$ cat config.mk
export PLATFORM = sky130hd
export DESIGN_NAME = sector_protect_sequencer
export DESIGN_NICKNAME = d
export VERILOG_FILES = /design/src/sps_pkg.sv /design/src/sector_protect_sequencer.sv /design/src/sps_bus_cycle.sv
export VERILOG_INCLUDE_DIRS = /design/src
export SDC_FILE = /design/constraint.sdc
export NUM_CORES = 1
export LEC_CHECK = 0
export BUFFER_PORTS_ARGS = -buffer_cell sky130_fd_sc_hd__buf_4
export CORE_MARGIN = 2
export CORE_UTILIZATION = 60
export DETAILED_ROUTE_END_ITERATION = 8
export PLACE_DENSITY = 0.87
export RECOVER_POWER = 50
export SETUP_SLACK_MARGIN = 0.3
export SLEW_MARGIN = 30
export SYNTH_ARGS = -nofsm -noshare
export SYNTH_HDL_FRONTEND = slang
export SYNTH_HIERARCHICAL = 1
export SYNTH_SLANG_ARGS = --single-unit
$ cat constraint.sdc
create_clock -name clk -period 6.8 [get_ports clk]
set_input_delay 0.34 -clock clk [delete_from_list [all_inputs] [get_ports clk]]
set_output_delay 0.34 -clock clk [all_outputs]
set_load 0.01 [all_outputs]
$ cat src/sps_consts.svh
`ifndef SPS_CONSTS_SVH
`define SPS_CONSTS_SVH
`define SPS_CLK_MHZ 50
`define SPS_RESET_PULSE_SPAN_US 10
`define SPS_RESET_PULSE_IDLE_NS 500
`define SPS_READY_SPAN_US 20
`define SPS_READY_IDLE_NS 500
`define SPS_ELEVATED_SETTLE_US 1
`define SPS_PROTECT_WAIT_US 150
`define SPS_UNPROTECT_COM_MS 15
`define SPS_UNPROTECT_IND_MS 18
`define SPS_CYC_US(x) ((x) * `SPS_CLK_MHZ)
`define SPS_CYC_NS(x) (((x) * `SPS_CLK_MHZ + 999) / 1000)
`define SPS_CYC_MS(x) ((x) * 1000 * `SPS_CLK_MHZ)
`define SPS_CMD_PULSE 8'h60
`define SPS_CMD_VERIFY 8'h40
`define SPS_CMD_RESET 8'hF0
`define SPS_DATA_PROTECTED 8'h01
`define SPS_DATA_UNPROTECTED 8'h00
`define SPS_PROTECT_MAX 25
`define SPS_UNPROTECT_MAX 1000
`define SPS_BIT_A6 6
`define SPS_BIT_A1 1
`define SPS_BIT_A0 0
`define SPS_BUS_CYCLES 4
`endif

$ cat src/sps_pkg.sv
package sps_pkg;
    typedef enum logic [1:0] {
        SPS_OP_IDLE = 2'b00,
        SPS_OP_WRITE = 2'b01,
        SPS_OP_READ = 2'b10
    } sps_op_e;
    typedef struct packed {
        logic [21:0] addr;
        logic [7:0] data;
    } sps_bus_s;
    typedef enum logic [3:0] {
        SPS_IDLE = 4'b0000,
        SPS_HWRST = 4'b0001,
        SPS_RAISE = 4'b0010,
        SPS_PPULSE = 4'b0011,
        SPS_PWAIT = 4'b0100,
        SPS_PVCMD = 4'b0101,
        SPS_PVREAD = 4'b0110,
        SPS_UPULSE = 4'b0111,
        SPS_UWAIT = 4'b1000,
        SPS_UVCMD = 4'b1001,
        SPS_UVREAD = 4'b1010,
        SPS_DROP = 4'b1011,
        SPS_RSTCMD = 4'b1100,
        SPS_FAIL = 4'b1101,
        SPS_DONE = 4'b1110
    } sps_state_e;
endpackage

$ cat src/sector_protect_sequencer.sv
`timescale 1ns/1ps
`include "sps_consts.svh"
module sector_protect_sequencer #(
    parameter int GROUPS = 18,
    parameter logic [21:0] GROUP_STRIDE = 22'h040000,
    parameter int UNPROTECT_COM_CYC = `SPS_CYC_MS(`SPS_UNPROTECT_COM_MS),
    parameter int UNPROTECT_IND_CYC = `SPS_CYC_MS(`SPS_UNPROTECT_IND_MS),
    parameter int PROTECT_WAIT_CYC = `SPS_CYC_US(`SPS_PROTECT_WAIT_US),
    parameter int READY_SPAN_CYC = `SPS_CYC_US(`SPS_READY_SPAN_US)
) (
    input wire logic clk,
    input wire logic rst_n,
    input wire logic startProtect,
    input wire logic startUnprotect,
    input wire logic startHwReset,
    input wire logic embeddedBusy,
    input wire logic industrial,
    input wire logic [GROUPS-1:0] groupMask,
    input wire logic [7:0] dqIn,
    output logic [21:0] flashAddr,
    output logic [7:0] dqOut,
    output logic dqOe,
    output logic ceN,
    output logic oeN,
    output logic weN,
    output logic resetN,
    output logic resetElevated,
    output logic busy,
    output logic done,
    output logic failed,
    output logic [9:0] pulseAttemptCount
);
    import sps_pkg::*;
    // ns figures round up to whole cycles so no wait falls short
    localparam int RST_SPAN_CYC = `SPS_CYC_US(`SPS_RESET_PULSE_SPAN_US);
    localparam int RST_IDLE_CYC = `SPS_CYC_NS(`SPS_RESET_PULSE_IDLE_NS);
    localparam int READY_IDLE_CYC = `SPS_CYC_NS(`SPS_READY_IDLE_NS);
    localparam int SETTLE_CYC = `SPS_CYC_US(`SPS_ELEVATED_SETTLE_US);
    localparam int GW = (GROUPS > 1) ? $clog2(GROUPS) : 1;

    sps_state_e state, next_state;
    // one shared down-counter; 32 bits keeps the longest wait safe at faster clocks
    logic [31:0] timer, next_timer;
    logic [9:0] next_pulseAttemptCount;
    logic [GW-1:0] group, next_group;
    logic doUnprotect, next_doUnprotect;
    logic recovering, next_recovering;
    logic next_resetN, next_resetElevated, next_busy, next_done, next_failed;
    // issued stops a waiting state from starting a second bus access
    logic issued, next_issued;
    sps_op_e op;
    sps_bus_s req;
    logic cycBusy, cycDone;
    logic [7:0] rdData;

    // equal group stride assumed: with 18 groups of 256K bytes the last two
    // wrap past the 22-bit address, so an uneven group map needs its own table
    // A6 picks chip unprotect, A1/A0 fixed at 1/0 on every pulse and verify
    function automatic logic [21:0] cmdAddr(input logic [GW-1:0] g, input logic a6);
        logic [21:0] a;
        a = 22'(g) * GROUP_STRIDE;
        a[`SPS_BIT_A6] = a6;
        a[`SPS_BIT_A1] = 1'b1;
        a[`SPS_BIT_A0] = 1'b0;
        return a;
    endfunction

    // next group still needing a protect pulse, or GROUPS when none is left
    function automatic logic [GW:0] nextUnprot(input logic [GW:0] from);
        logic [GW:0] r;
        r = (GW+1)'(GROUPS);
        for (int i = GROUPS - 1; i >= 0; i--) begin
            if ((GW+1)'(i) >= from && !groupMask[i]) begin
                r = (GW+1)'(i);
            end
        end
        return r;
    endfunction

    sps_bus_cycle uCycle (
        .clk(clk),
        .rst_n(rst_n),
        .op(op),
        .req(req),
        .dqIn(dqIn),
        .busy(cycBusy),
        .done(cycDone),
        .rdData(rdData),
        .addr(flashAddr),
        .dqOut(dqOut),
        .dqOe(dqOe),
        .ceN(ceN),
        .oeN(oeN),
        .weN(weN)
    );

    always_comb begin
        logic [GW:0] nu;
        nu = '0;
        next_state = state;
        next_timer = (timer != 32'h0) ? timer - 32'h1 : 32'h0;
        next_pulseAttemptCount = pulseAttemptCount;
        next_group = group;
        next_doUnprotect = doUnprotect;
        next_recovering = recovering;
        next_resetN = resetN;
        next_resetElevated = resetElevated;
        next_busy = busy;
        next_done = 1'b0;
        next_failed = failed;
        next_issued = issued;
        op = SPS_OP_IDLE;
        req = '{addr: 22'h000000, data: 8'h00};
        unique case (state)
            SPS_IDLE: begin
                if (startHwReset) begin
                    next_state = SPS_HWRST;
                    next_resetN = 1'b0;
                    next_recovering = 1'b0;
                    next_busy = 1'b1;
                    next_timer = embeddedBusy ? 32'(RST_SPAN_CYC) : 32'(RST_IDLE_CYC);
                end else if (startProtect || startUnprotect) begin
                    next_state = SPS_RAISE;
                    next_doUnprotect = startUnprotect;
                    next_pulseAttemptCount = 10'h001;
                    next_resetElevated = 1'b1;
                    next_timer = 32'(SETTLE_CYC);
                    next_busy = 1'b1;
                    next_failed = 1'b0;
                end
            end
            SPS_HWRST: begin
                if (timer == 32'h0) begin
                    if (!recovering) begin
                        // device ready time runs from the rising edge; span is the safe worst case
                        next_resetN = 1'b1;
                        next_recovering = 1'b1;
                        next_timer = embeddedBusy ? 32'(READY_SPAN_CYC) : 32'(READY_IDLE_CYC);
                    end else begin
                        next_state = SPS_DONE;
                    end
                end
            end
            SPS_RAISE: begin
                if (timer == 32'h0) begin
                    nu = nextUnprot('0);
                    // a first write of anything but 60h would drop the part into temporary unprotect
                    if (nu != (GW+1)'(GROUPS)) begin
                        next_group = nu[GW-1:0];
                        next_state = SPS_PPULSE;
                    end else if (doUnprotect) begin
                        next_group = '0;
                        next_state = SPS_UPULSE;
                    end else begin
                        next_state = SPS_DROP;
                    end
                end
            end
            SPS_PPULSE, SPS_PVCMD, SPS_UPULSE, SPS_UVCMD, SPS_RSTCMD: begin
                if (!issued && !cycBusy) begin
                    op = SPS_OP_WRITE;
                    next_issued = 1'b1;
                    unique case (state)
                        SPS_PPULSE: req = '{addr: cmdAddr(group, 1'b0), data: `SPS_CMD_PULSE};
                        SPS_PVCMD: req = '{addr: cmdAddr(group, 1'b0), data: `SPS_CMD_VERIFY};
                        SPS_UPULSE: req = '{addr: cmdAddr(group, 1'b1), data: `SPS_CMD_PULSE};
                        SPS_UVCMD: req = '{addr: cmdAddr(group, 1'b1), data: `SPS_CMD_VERIFY};
                        default: req = '{addr: 22'h000000, data: `SPS_CMD_RESET};
                    endcase
                end else if (cycDone) begin
                    next_issued = 1'b0;
                    unique case (state)
                        SPS_PPULSE: begin
                            next_state = SPS_PWAIT;
                            next_timer = 32'(PROTECT_WAIT_CYC);
                        end
                        SPS_UPULSE: begin
                            next_state = SPS_UWAIT;
                            next_timer = industrial ? 32'(UNPROTECT_IND_CYC)
                                                    : 32'(UNPROTECT_COM_CYC);
                        end
                        SPS_PVCMD: next_state = SPS_PVREAD;
                        SPS_UVCMD: next_state = SPS_UVREAD;
                        default: begin
                            next_state = SPS_DONE;
                        end
                    endcase
                end
            end
            SPS_PWAIT: if (timer == 32'h0) next_state = SPS_PVCMD;
            SPS_UWAIT: if (timer == 32'h0) next_state = SPS_UVCMD;
            SPS_PVREAD, SPS_UVREAD: begin
                if (!issued && !cycBusy) begin
                    op = SPS_OP_READ;
                    next_issued = 1'b1;
                    req = '{addr: cmdAddr(group, state == SPS_UVREAD), data: 8'h00};
                end else if (cycDone) begin
                    next_issued = 1'b0;
                    if (state == SPS_PVREAD) begin
                        if (rdData == `SPS_DATA_PROTECTED) begin
                            // a passing verify restarts the count for the next group
                            nu = nextUnprot((GW+1)'(group) + (GW+1)'(1));
                            next_pulseAttemptCount = 10'h001;
                            if (nu != (GW+1)'(GROUPS)) begin
                                next_group = nu[GW-1:0];
                                next_state = SPS_PPULSE;
                            end else if (doUnprotect) begin
                                next_group = '0;
                                next_state = SPS_UPULSE;
                            end else begin
                                next_state = SPS_DROP;
                            end
                        end else if (pulseAttemptCount == 10'(`SPS_PROTECT_MAX)) begin
                            next_state = SPS_FAIL;
                        end else begin
                            next_pulseAttemptCount = pulseAttemptCount + 10'h001;
                            next_state = SPS_PPULSE;
                        end
                    end else begin
                        if (rdData == `SPS_DATA_UNPROTECTED) begin
                            // one chip pulse clears every group, so later groups are only verified
                            next_pulseAttemptCount = 10'h001;
                            if (group == GW'(GROUPS - 1)) begin
                                next_state = SPS_DROP;
                            end else begin
                                next_group = group + GW'(1);
                                next_state = SPS_UVCMD;
                            end
                        end else if (pulseAttemptCount == 10'(`SPS_UNPROTECT_MAX)) begin
                            next_state = SPS_FAIL;
                        end else begin
                            next_pulseAttemptCount = pulseAttemptCount + 10'h001;
                            next_state = SPS_UPULSE;
                        end
                    end
                end
            end
            // the reset command waits a cycle so the pin leaves the elevated level first
            SPS_DROP: begin
                next_resetElevated = 1'b0;
                next_state = SPS_RSTCMD;
            end
            SPS_FAIL: begin
                // elevated level is dropped so the part is not left in a protect mode
                next_resetElevated = 1'b0;
                next_failed = 1'b1;
                next_busy = 1'b0;
                next_done = 1'b1;
                next_state = SPS_IDLE;
            end
            SPS_DONE: begin
                next_busy = 1'b0;
                next_done = 1'b1;
                next_state = SPS_IDLE;
            end
            default: next_state = SPS_IDLE;
        endcase
    end

    always_ff @(posedge clk or negedge rst_n) begin
        if (!rst_n) begin
            state <= SPS_IDLE;
            timer <= 32'h0;
            pulseAttemptCount <= 10'h001;
            group <= '0;
            doUnprotect <= 1'b0;
            recovering <= 1'b0;
            resetN <= 1'b1;
            resetElevated <= 1'b0;
            busy <= 1'b0;
            done <= 1'b0;
            failed <= 1'b0;
            issued <= 1'b0;
        end else begin
            state <= next_state;
            timer <= next_timer;
            pulseAttemptCount <= next_pulseAttemptCount;
            group <= next_group;
            doUnprotect <= next_doUnprotect;
            recovering <= next_recovering;
            resetN <= next_resetN;
            resetElevated <= next_resetElevated;
            busy <= next_busy;
            done <= next_done;
            failed <= next_failed;
            issued <= next_issued;
        end
    end
endmodule

$ cat src/sps_bus_cycle.sv
`timescale 1ns/1ps
`include "sps_consts.svh"
module sps_bus_cycle (
    input wire logic clk,
    input wire logic rst_n,
    input wire sps_pkg::sps_op_e op,
    input wire sps_pkg::sps_bus_s req,
    input wire logic [7:0] dqIn,
    output logic busy,
    output logic done,
    output logic [7:0] rdData,
    output logic [21:0] addr,
    output logic [7:0] dqOut,
    output logic dqOe,
    output logic ceN,
    output logic oeN,
    output logic weN
);
    import sps_pkg::*;
    // four 20 ns cycles per access covers the slowest grade's cycle time
    logic [2:0] cnt, next_cnt;
    logic isRead, next_isRead;
    logic next_busy, next_done, next_dqOe, next_ceN, next_oeN, next_weN;
    logic [21:0] next_addr;
    logic [7:0] next_dqOut, next_rdData;
    always_comb begin
        next_cnt = cnt;
        next_isRead = isRead;
        next_busy = busy;
        next_done = 1'b0;
        next_addr = addr;
        next_dqOut = dqOut;
        next_rdData = rdData;
        next_dqOe = dqOe;
        next_ceN = ceN;
        next_oeN = oeN;
        next_weN = weN;
        if (!busy) begin
            if (op != SPS_OP_IDLE) begin
                next_busy = 1'b1;
                next_cnt = 3'h0;
                next_isRead = (op == SPS_OP_READ);
                next_addr = req.addr;
                next_dqOut = req.data;
                next_dqOe = (op == SPS_OP_WRITE);
                next_ceN = 1'b0;
            end
        end else begin
            next_cnt = cnt + 3'h1;
            if (cnt == 3'h0) begin
                next_weN = isRead;
                next_oeN = !isRead;
            end
            if (cnt == 3'(`SPS_BUS_CYCLES - 1)) begin
                next_weN = 1'b1;
                next_oeN = 1'b1;
                next_ceN = 1'b1;
                next_rdData = dqIn;
            end
            if (cnt == 3'(`SPS_BUS_CYCLES)) begin
                next_dqOe = 1'b0;
                next_busy = 1'b0;
                next_done = 1'b1;
            end
        end
    end
    always_ff @(posedge clk or negedge rst_n) begin
        if (!rst_n) begin
            cnt <= 3'h0;
            isRead <= 1'b0;
            busy <= 1'b0;
            done <= 1'b0;
            addr <= 22'h000000;
            dqOut <= 8'h00;
            rdData <= 8'h00;
            dqOe <= 1'b0;
            ceN <= 1'b1;
            oeN <= 1'b1;
            weN <= 1'b1;
        end else begin
            cnt <= next_cnt;
            isRead <= next_isRead;
            busy <= next_busy;
            done <= next_done;
            addr <= next_addr;
            dqOut <= next_dqOut;
            rdData <= next_rdData;
            dqOe <= next_dqOe;
            ceN <= next_ceN;
            oeN <= next_oeN;
            weN <= next_weN;
        end
    end
endmodule

== After elaboration in Yosys (flattened, before gate mapping) ==
Cells that the tools add are included.
Storage, ports and cells
  logic and storage cells: 308
  register bits after elaboration: 107
Cells by class
  eq/ne operators: 45
  add/subtract/negate cells: 5
  reduce and logical (&&, ||, !) cells: 76
  bitwise operators: 2
  muxes and demuxes: 139
  magnitude comparators: 18
Operators with widths (number)
  $mux W6: 41
  $mux W32: 7
  $pmux W30 S4: 1
  $mux W10: 10
  $pmux W32 S3: 1
  $mux W4: 19
  $pmux W32 S2: 1
  $mux W30: 2
  $pmux W30 S2: 1
  $mux W5: 10
  $ge A4 B6 Y1 const A: 8
  $logic_not A32 Y1: 1
  $pmux W4 S8: 1
  $reduce_bool A32 Y1: 1
  $sub A32 B1 Y32 const B: 1
  $eq A4 B4 Y1 const B: 7
  $mux W1: 28
  $ne A2 B2 Y1 const B: 13
  $ge A3 B6 Y1 const A: 4
  $logic_not A1 Y1: 21
  $pmux W10 S2: 1
  $reduce_bool A2 Y1: 10
  $logic_and A1 B1 Y1: 19
  $mux W19: 1
  other kinds (42): 76

== Longest topological paths before layout ==
Gate-level depths: netlist (run 1).
  word-level depth: 33
  mapped depth: 12

== Hierarchy ==
Netlist (run 1), hierarchy kept.
Modules (own cells, without submodules)
  sector_protect_sequencer: area each 5176.2 um^2, cells an instance 675, instances 1
  sps_bus_cycle: area each 2000.7 um^2, cells an instance 126, instances 1

== Least setup slack after synthesis (run 1) ==
OpenSTA, ideal clock, no wires.
  path kind: register to register
  start point: register group[0]
  end point: register group[4]
  buffers on the path: 0
  arrival: 2.507 ns
  path slack: 4.165 ns
  stages on the path, launching flop included: 10
  data required time: 6.671 ns
  library setup time: 0.129 ns
  path through: dfrtp_1 -> ha_1 -> and3_1 -> mux2i_1 -> or4b_1 -> o31a_1 -> a221o_1 -> a211oi_2 -> a311o_1 -> a31oi_1
On the way
  longest elaborated chain between the ends: 33
  elaborated cells on any way between the ends: 73
  those cells by class: 2 x add/sub; 18 x order compare; 3 x eq/ne; 31 x mux; 19 x reduce/logical
Ends and longest elaborated chain
  start, declared: line sector_protect_sequencer.sv:45  | logic [GW-1:0] group, next_group;
  start signal, assigned: line sector_protect_sequencer.sv:278  | group <= next_group;
  $add A5 B1 Y6: line sector_protect_sequencer.sv:202  | nu = nextUnprot((GW+1)'(group) + (GW+1)'(1));
  $ge A5 B6 Y1: line sector_protect_sequencer.sv:73  | if ((GW+1)'(i) >= from && !groupMask[i]) begin
  $logic_and A1 B1 Y1: line sector_protect_sequencer.sv:73
  $mux W2: line sector_protect_sequencer.sv:73
  $mux W6 (17 in series): line sector_protect_sequencer.sv:73
  $mux W6: line sector_protect_sequencer.sv:200  | if (rdData == `SPS_DATA_PROTECTED) begin
  $mux W6: line sector_protect_sequencer.sv:199  | if (state == SPS_PVREAD) begin
  $mux W6: line sector_protect_sequencer.sv:197  | end else if (cycDone) begin
  $mux W6: line sector_protect_sequencer.sv:193  | if (!issued && !cycBusy) begin
  $mux W6: line sector_protect_sequencer.sv:114  | unique case (state)
  $ne A6 B5 Y1: line sector_protect_sequencer.sv:204  | if (nu != (GW+1)'(GROUPS)) begin
  $mux W5: line sector_protect_sequencer.sv:204
  $mux W5: line sector_protect_sequencer.sv:200
  $mux W5: line sector_protect_sequencer.sv:199
  $mux W5: line sector_protect_sequencer.sv:197
  $mux W5: line sector_protect_sequencer.sv:193
  $pmux W5 S2: line sector_protect_sequencer.sv:114
Parallel ways exist; a longest one is shown, timed or not. The select of a mux whose other input is x is not followed.
A chain may end at the register's enable or synchronous reset.

== Final worst setup path (run 1) ==
  start point: register group[0]
  end point: register group[0]
Same word-level chain as after synthesis.

==> summary.md, run 1 <==
| Metric | Value |
|---|---|
| Number of global-route vias before repair | `6225` |
| Sequential-to-total area share from yosys stat | `37.4%` |
| Clock buffer count from CTS | `9` |
| Worst r2r path cells | `9` |
| Via count | `6564` |
| Global placer's final weighted congestion | `0.974` |
| Routed Antenna Nets | `0` |
| CP endpoint kind | `register` |
| Cts repair resizes | `0` |
| PD cells | `174 nW/um^2` |
| Mean Syn Cell Area | `8.96 um^2` |
| Outcome | `complete, but fails checks` |
| Max Slew Vio Count | `42` |
| Sw Pwr | `342 uW` |
| Maximum buffer depth of the clock tree | `2` |
| Site Rows | `39` |
| RSZ-0062 raised after global routing | `false` |
| Register area | `2680 um^2` |
| Combinational power share | `9.1%` |
| IO Pins | `82` |
| WS Path Type | `reg -> reg` |
| Worst hold path class | `in -> reg` |
| Initial Util | `62.1%` |
| Reg2reg end | `group[0]$_DFFE_PN0P_` |
| VDD IR-drop max | `0.217 mV` |
| Violated checks | `max-capacitance violations, max-slew violations` |
| H-tree Lvls | `3` |
| Synthesized area | `7180 um^2` |
| Warnings, synthesis | `6` |
| Worst hold path endpoint | `uCycle/rdData[6]$_DFFE_PN0P_` |
| Largest net degree at the start of global routing | `68` |
| Setup TNS Final | `0 ns` |
| Wire per inst | `17.9 um` |
| Most frequent cell after synthesis | `dfrtp_1` |
| Leakage | `3.49 nW` |
| Ys flop type | `dfrtp_1` |
| Multi-input logic area | `4310 um^2` |
| Area grow syn2layout | `12.6%` |
| Fin Clk Skew | `0.0100 ns` |
| Top post-synthesis cells by area | `dfrtp_1 (36%), mux2_4 (6.3%), nor2_1 (4.6%), nand2_1 (4.1%), o21ai_0 (3.8%)` |
| Synth top area share | `35.6%` |
| Cell Count Post-Placement | `1014` |
| Max-Cap Viols | `1` |
| Hold path cells | `2` |
| Internal | `1.06 mW` |
| Die W | `113 um` |
| Critical path startpoint category | `register` |
| Max FO, Critical Path | `17` |
| Slew HR | `-48.2%` |
| Gr usage total | `29.6%` |
| R2r setup slk | `3.34 ns` |
| Minimum clock period | `3.46 ns` |
| DRT iter0 DRCs | `719` |
| Netlist cell types | `88` |
| Hold path startpoint | `dqIn[6]` |
| Fillers | `986` |
| Reg clk slew, reported paths | `0.07 ns` |
| Ys async rst share | `100%` |
| Net Sw Frac | `24.4%` |
| DR DRC count | `0` |
| Post-synth EDFFs | `0` |
| Routed wire length | `18500 um` |
| Grt ovf | `0` |
| Worst r2r src | `group[0]$_DFFE_PN0P_` |
| CP Data Arrival Time | `3.71 ns` |
| Share of layout cells above drive strength 1 | `13.2%` |
| Hpwl dp | `13300 um` |
| Diode count | `0` |
| Worst-margin pin slew | `2.22 ns` |
| 1st-pass router iterations | `5` |
| CTS sink count | `107` |
| Clock share of power | `41.5%` |
| IO Port Bufs | `81` |
| Worst Path Required | `7.05 ns` |
| First-pass GRT wire length | `30700 um` |
| Synthesized instance count | `801` |
| Commonest cells post-synth | `dfrtp_1 (102), nor2_1 (88), nand2_1 (78), o21ai_0 (54), a21oi_1 (42)` |
| NumNets Final | `928` |
| Die ar. | `12900 um^2` |
| Finished Layout Cells | `1031` |
| Fin crit share | `50.9%` |
| CTS tree | `done` |
| Fmax | `0.289 GHz` |
| Via-to-Cell Ratio | `6.37` |
| Synth area leader | `dfrtp_1` |
| Setup violators final | `0` |
| Initial antenna violation count | `0` |
| Core area | `11600 um^2` |
| Final Hold Viols | `0` |
| DIE HEIGHT | `113 um` |
| Root buf cell | `clkbuf_16` |
| Worst-Skew Late Latency | `0.36 ns` |
| Sequential power share | `49.4%` |
| #FFs+latches synth | `107` |
cell usage in the layout (no fill, tap or decap), drive strengths merged, types with 5 or more instances in the layout:
master and instances:
buf 39, mux2 40, a21oi 42, o31ai 11
nor2b 15, nand4 10, a211oi 6, dfrtp 102
ha 12, o211ai 11, nand3 26, a31oi 18
inv 30, nor3 19, and3 9, conb 20
or3 7, clkbuf 55, o221ai 7, nand3b 9
nand2b 12, nor2 88, xor2 14, dfstp 5
a21boi 6, xnor2 16, o41ai 7, and2 10
a21o 13, o21ai 55, nor4 16, nand2 79
o22a 6
routing by layer:
layer / GRT usage (%) / vias up / wire, um
met5: 0 / - / 0
met4: 8.78 / 0 / 295
met3: 7.97 / 38 / 1540
met2: 45.9 / 305 / 8600
met1: 41.1 / 3127 / 8070
li1: - / 3094 / -
kinds of logic after synthesis:
group / count (synthesis) / synth area share [%]
and+or+nand+nor: 319 / 22.7
AOI/OAI and AO/OA: 228 / 22.0
DFF: 107 / 37.4
buffers and inverters: 60 / 3.64
muxes: 43 / 8.32
xor gates and xnor gates: 30 / 3.66
adders and majority gates: 13 / 2.23
other: 1 / 0.0523
per-stage QoR:
step                area, um^2  worst slack, ns  utilization, %  hold slack [ns]  power, mW
finish                    8080             3.34            69.8            0.207       1.40
global route              8080             3.02            69.8            0.203       1.45
CTS                       8250             3.42            71.3            0.197       1.42
detailed placement        7910             3.43            68.4            0.352      0.835
global placement          7910             3.53            68.4            0.355      0.829
floorplan                 7250             4.16               -           0.0444      0.772
power by group through the flow:
stage               Sequential [mW]  Combinational, mW  Clock [mW]
floorplan                     0.701             0.0711           0
global placement              0.702              0.127           0
detailed placement            0.703              0.131           0
CTS                           0.693              0.133       0.594
global route                  0.697              0.142       0.616
finish                        0.694              0.128       0.582
repair_timing:
item                                   CTS  global route
buffers inserted                         0             0
endpoints found under the hold margin   35             0
hold buffers                             1             0
flip-flops by register name, indices dropped and copies added (netlist names):
name,count
timer,32
uCycle/addr,22
pulseAttemptCount,10
uCycle/dqOut,8
uCycle/rdData,8
group,5
state,4
uCycle/cnt,3
busy,1
doUnprotect,1
done,1
failed,1
issued,1
recovering,1
resetElevated,1
resetN,1
uCycle/busy,1
uCycle/ceN,1
uCycle/done,1
uCycle/dqOe,1
uCycle/isRead,1
uCycle/oeN,1
uCycle/weN,1
worst max path at each step:
stage                               startpoint                    to  slack, ns  depth (start not counted)
after floorplan           group[0]$_DFFE_PN0P_  group[4]$_DFFE_PN0P_       4.16                          9
after global placement    group[0]$_DFFE_PN0P_  group[4]$_DFFE_PN0P_       3.53                          9
after detailed placement  group[0]$_DFFE_PN0P_  group[4]$_DFFE_PN0P_       3.43                          9
after CTS                 group[0]$_DFFE_PN0P_  group[4]$_DFFE_PN0P_       3.42                          9
after global routing      group[0]$_DFFE_PN0P_  state[3]$_DFFE_PN0P_       3.02                          9
final                     group[0]$_DFFE_PN0P_  group[0]$_DFFE_PN0P_       3.34                          9
worst max-delay path, stage by stage, from the launching register on:
cell and delay [ns]:
dfrtp_1 0.60, ha_1 0.64, and3_1 0.33, mux2i_1 0.16, or4b_1 0.56, o31a_1 0.14
a221o_1 0.36, a211oi_2 0.27, o2111a_1 0.24, nor3_1 0.05
cell type report:
type / count / share of cell area, %
timing repair buffer: 85 / 5.84
clock inverter: 6 / 1.18
multi-input combinational: 653 / 53.3
clock buffer: 10 / 2.96
sequential: 107 / 33.2
inverter: 27 / 1.25
tap: 143 / 2.21
Power figures use the tool's default switching activity.
==> run 2, diff against run 1 <==
clock period = 3.4 ns   (was 6.8 ns; I/O delays follow)
==> summary.md, run 2 (same netlist as run 1, synthesis figures left out) <==
| Metric | Value |
|---|---|
| Core area | `11600 um^2` |
| Reg2reg end | `state[3]$_DFFE_PN0P_` |
| Design area | `8260 um^2` |
| Worst r2r src | `group[0]$_DFFE_PN0P_` |
| Commonest non-fill, non-tap cells in the layout | `dfrtp_1 (99), nor2_1 (88), nand2_1 (78)` |
| H-tree Lvls | `3` |
| Pwr Total | `2.70 mW` |
| Sequential power share | `51.3%` |
| DRT iter0 DRCs | `602` |
| First-pass GRT wire length | `30800 um` |
| Hold path startpoint | `dqIn[3]` |
| Fin Clk Skew | `0.0101 ns` |
| Hpwl dp | `13800 um` |
| Wire per inst | `17.8 um` |
| VDD IR-drop max | `0.363 mV` |
| Net Sw Frac | `24.4%` |
| Combinational power share | `9.5%` |
| Worst r2r path cells | `10` |
| Number of global-route vias before repair | `6288` |
| Diode count | `0` |
| Initial Util | `62.1%` |
| IO Port Bufs | `81` |
| Worst-Skew Late Latency | `0.36 ns` |
| Max-Cap Viols | `1` |
| Multi-input logic area | `4320 um^2` |
| Gr usage total | `29.6%` |
| Violated checks | `max-capacitance violations, max-slew violations` |
| Clock share of power | `39.2%` |
| WS Path Type | `reg -> reg` |
| Via-to-Cell Ratio | `6.45` |
| Area grow syn2layout | `15.1%` |
| Min Hold Slack | `0.0404 ns` |
| CP endpoint kind | `register` |
| Worst-margin pin slew | `1.71 ns` |
| Site Rows | `39` |
| Reg clk slew, reported paths | `0.07 ns` |
| CP Data Arrival Time | `3.21 ns` |
| Critical path startpoint category | `register` |
| Most common cell after layout, fill and taps aside | `dfrtp_1` |
| R2r setup slk | `0.44 ns` |
| Hold path cells | `2` |
| IO Pins | `82` |
| Fin crit share | `87.2%` |
| Max FO, Critical Path | `11` |
| Top Registers | `timer: 32 flops, uCycle/addr: 22 flops, pulseAttemptCount: 10 flops` |
| DIE HEIGHT | `113 um` |
| 1st-pass router iterations | `8` |
| Biggest register | `timer` |
| CTS tree | `done` |
| Pre-CTS WS | `0.322 ns` |
| Max reg flops | `32` |
| Die W | `113 um` |
| Setup TNS Final | `0 ns` |
| Outcome | `complete, but fails checks` |
| Setup WS post-layout | `0.437 ns` |
| Leakage | `3.61 nW` |
| CTS sink count | `107` |
| DR DRC count | `0` |
| Setup violators final | `0` |
| NumNets Final | `955` |
| Internal | `2.04 mW` |
| Grt ovf | `0` |
| Initial antenna violation count | `0` |
| Final Hold Viols | `0` |
| Largest net degree at the start of global routing | `72` |
| Routed Antenna Nets | `0` |
| Fillers | `904` |
| Maximum buffer depth of the clock tree | `2` |
| Worst hold path endpoint | `uCycle/rdData[3]$_DFFE_PN0P_` |
| Minimum clock period | `2.96 ns` |
| Die ar. | `12900 um^2` |
| RSZ-0062 raised after global routing | `true` |
| Fmax | `0.337 GHz` |
| Max Slew Vio Count | `72` |
| Worst Path Required | `3.65 ns` |
| Routed wire length | `18900 um` |
| Global placer's final weighted congestion | `1.03` |
| Root buf cell | `clkbuf_16` |
| Register area | `2690 um^2` |
| Worst hold path class | `in -> reg` |
| Sw Pwr | `660 uW` |
| Share of layout cells above drive strength 1 | `16.8%` |
| Clock buffer count from CTS | `9` |
| PD cells | `327 nW/um^2` |
| Slew HR | `-13.9%` |
| Via count | `6824` |
| Placed inst area | `8040 um^2` |
[run 2: cell count changes in the layout (fill, tap and decap cells not counted), sizes merged]
cell,change
buf,+27
inv,-3
clkinv,+2
bufinv,-1
clkbuf,+2
[run 2: how the worst max path moves through the flow]
stage | cells past startpoint | slack, ns | from | to
floorplan | 9 | 0.76 | group[0]$_DFFE_PN0P_ | group[4]$_DFFE_PN0P_
global placement | 9 | 0.47 | group[0]$_DFFE_PN0P_ | group[4]$_DFFE_PN0P_
detailed placement | 10 | 0.32 | group[0]$_DFFE_PN0P_ | group[3]$_DFFE_PN0P_
CTS | 10 | 0.31 | group[1]$_DFFE_PN0P_ | group[3]$_DFFE_PN0P_
global route | 10 | 0.28 | group[0]$_DFFE_PN0P_ | state[3]$_DFFE_PN0P_
finish | 10 | 0.44 | group[0]$_DFFE_PN0P_ | state[3]$_DFFE_PN0P_
[run 2: metrics by stage]
step	instances	utilization, %
floorplan	820	-
global placement	1031	69.5
detailed placement	1031	69.5
CTS	1048	72.2
global route	1058	71.4
finish	1058	71.4
[run 2: power groups by stage]
stage,clock network (mW),logic (mW),registers [mW]
4_1_cts,1.07,0.266,1.38
3_5_place_dp,0,0.265,1.41
5_1_grt,1.12,0.283,1.39
3_3_place_gp,0,0.255,1.40
6_report,1.06,0.257,1.39
2_1_floorplan,0,0.142,1.40
[run 2: what timing repair did]
action	CTS	global route
hold buffers	1	0
buffers inserted	0	10
setup endpoints to repair	1	7
endpoints found under the hold margin	66	0
pin swaps	0	1
gates resized for setup	1	3
[run 2: cell type report]
cell class / count / area share (%)
clock inverter: 4 / 0.636
sequential: 107 / 32.5
multi-input combinational: 653 / 52.3
timing repair buffer: 112 / 8.18
tap: 143 / 2.17
inverter: 27 / 1.23
clock buffer: 12 / 2.98
[run 2: worst max-delay path, cell delays in order, from the launching register on]
cell      delay [ns]
dfrtp_2         0.50
ha_1            0.27
buf_4           0.19
or4b_2          0.62
or3_1           0.33
o221ai_1        0.18
a21o_1          0.13
a31oi_1         0.09
nand2_1         0.17
nand2_1         0.09
o311ai_1        0.27
[run 2: routing by layer]
metal  wire, um  part of all wire, %  track usage [%]  vias up
li1           -                    -                -     3165
met4        319                  1.7             7.97        0
met1       8040                   43             41.3     3276
met3       1590                  8.4             6.91       39
met2       8910                   47             46.7      344
met5          0                    0                0        -
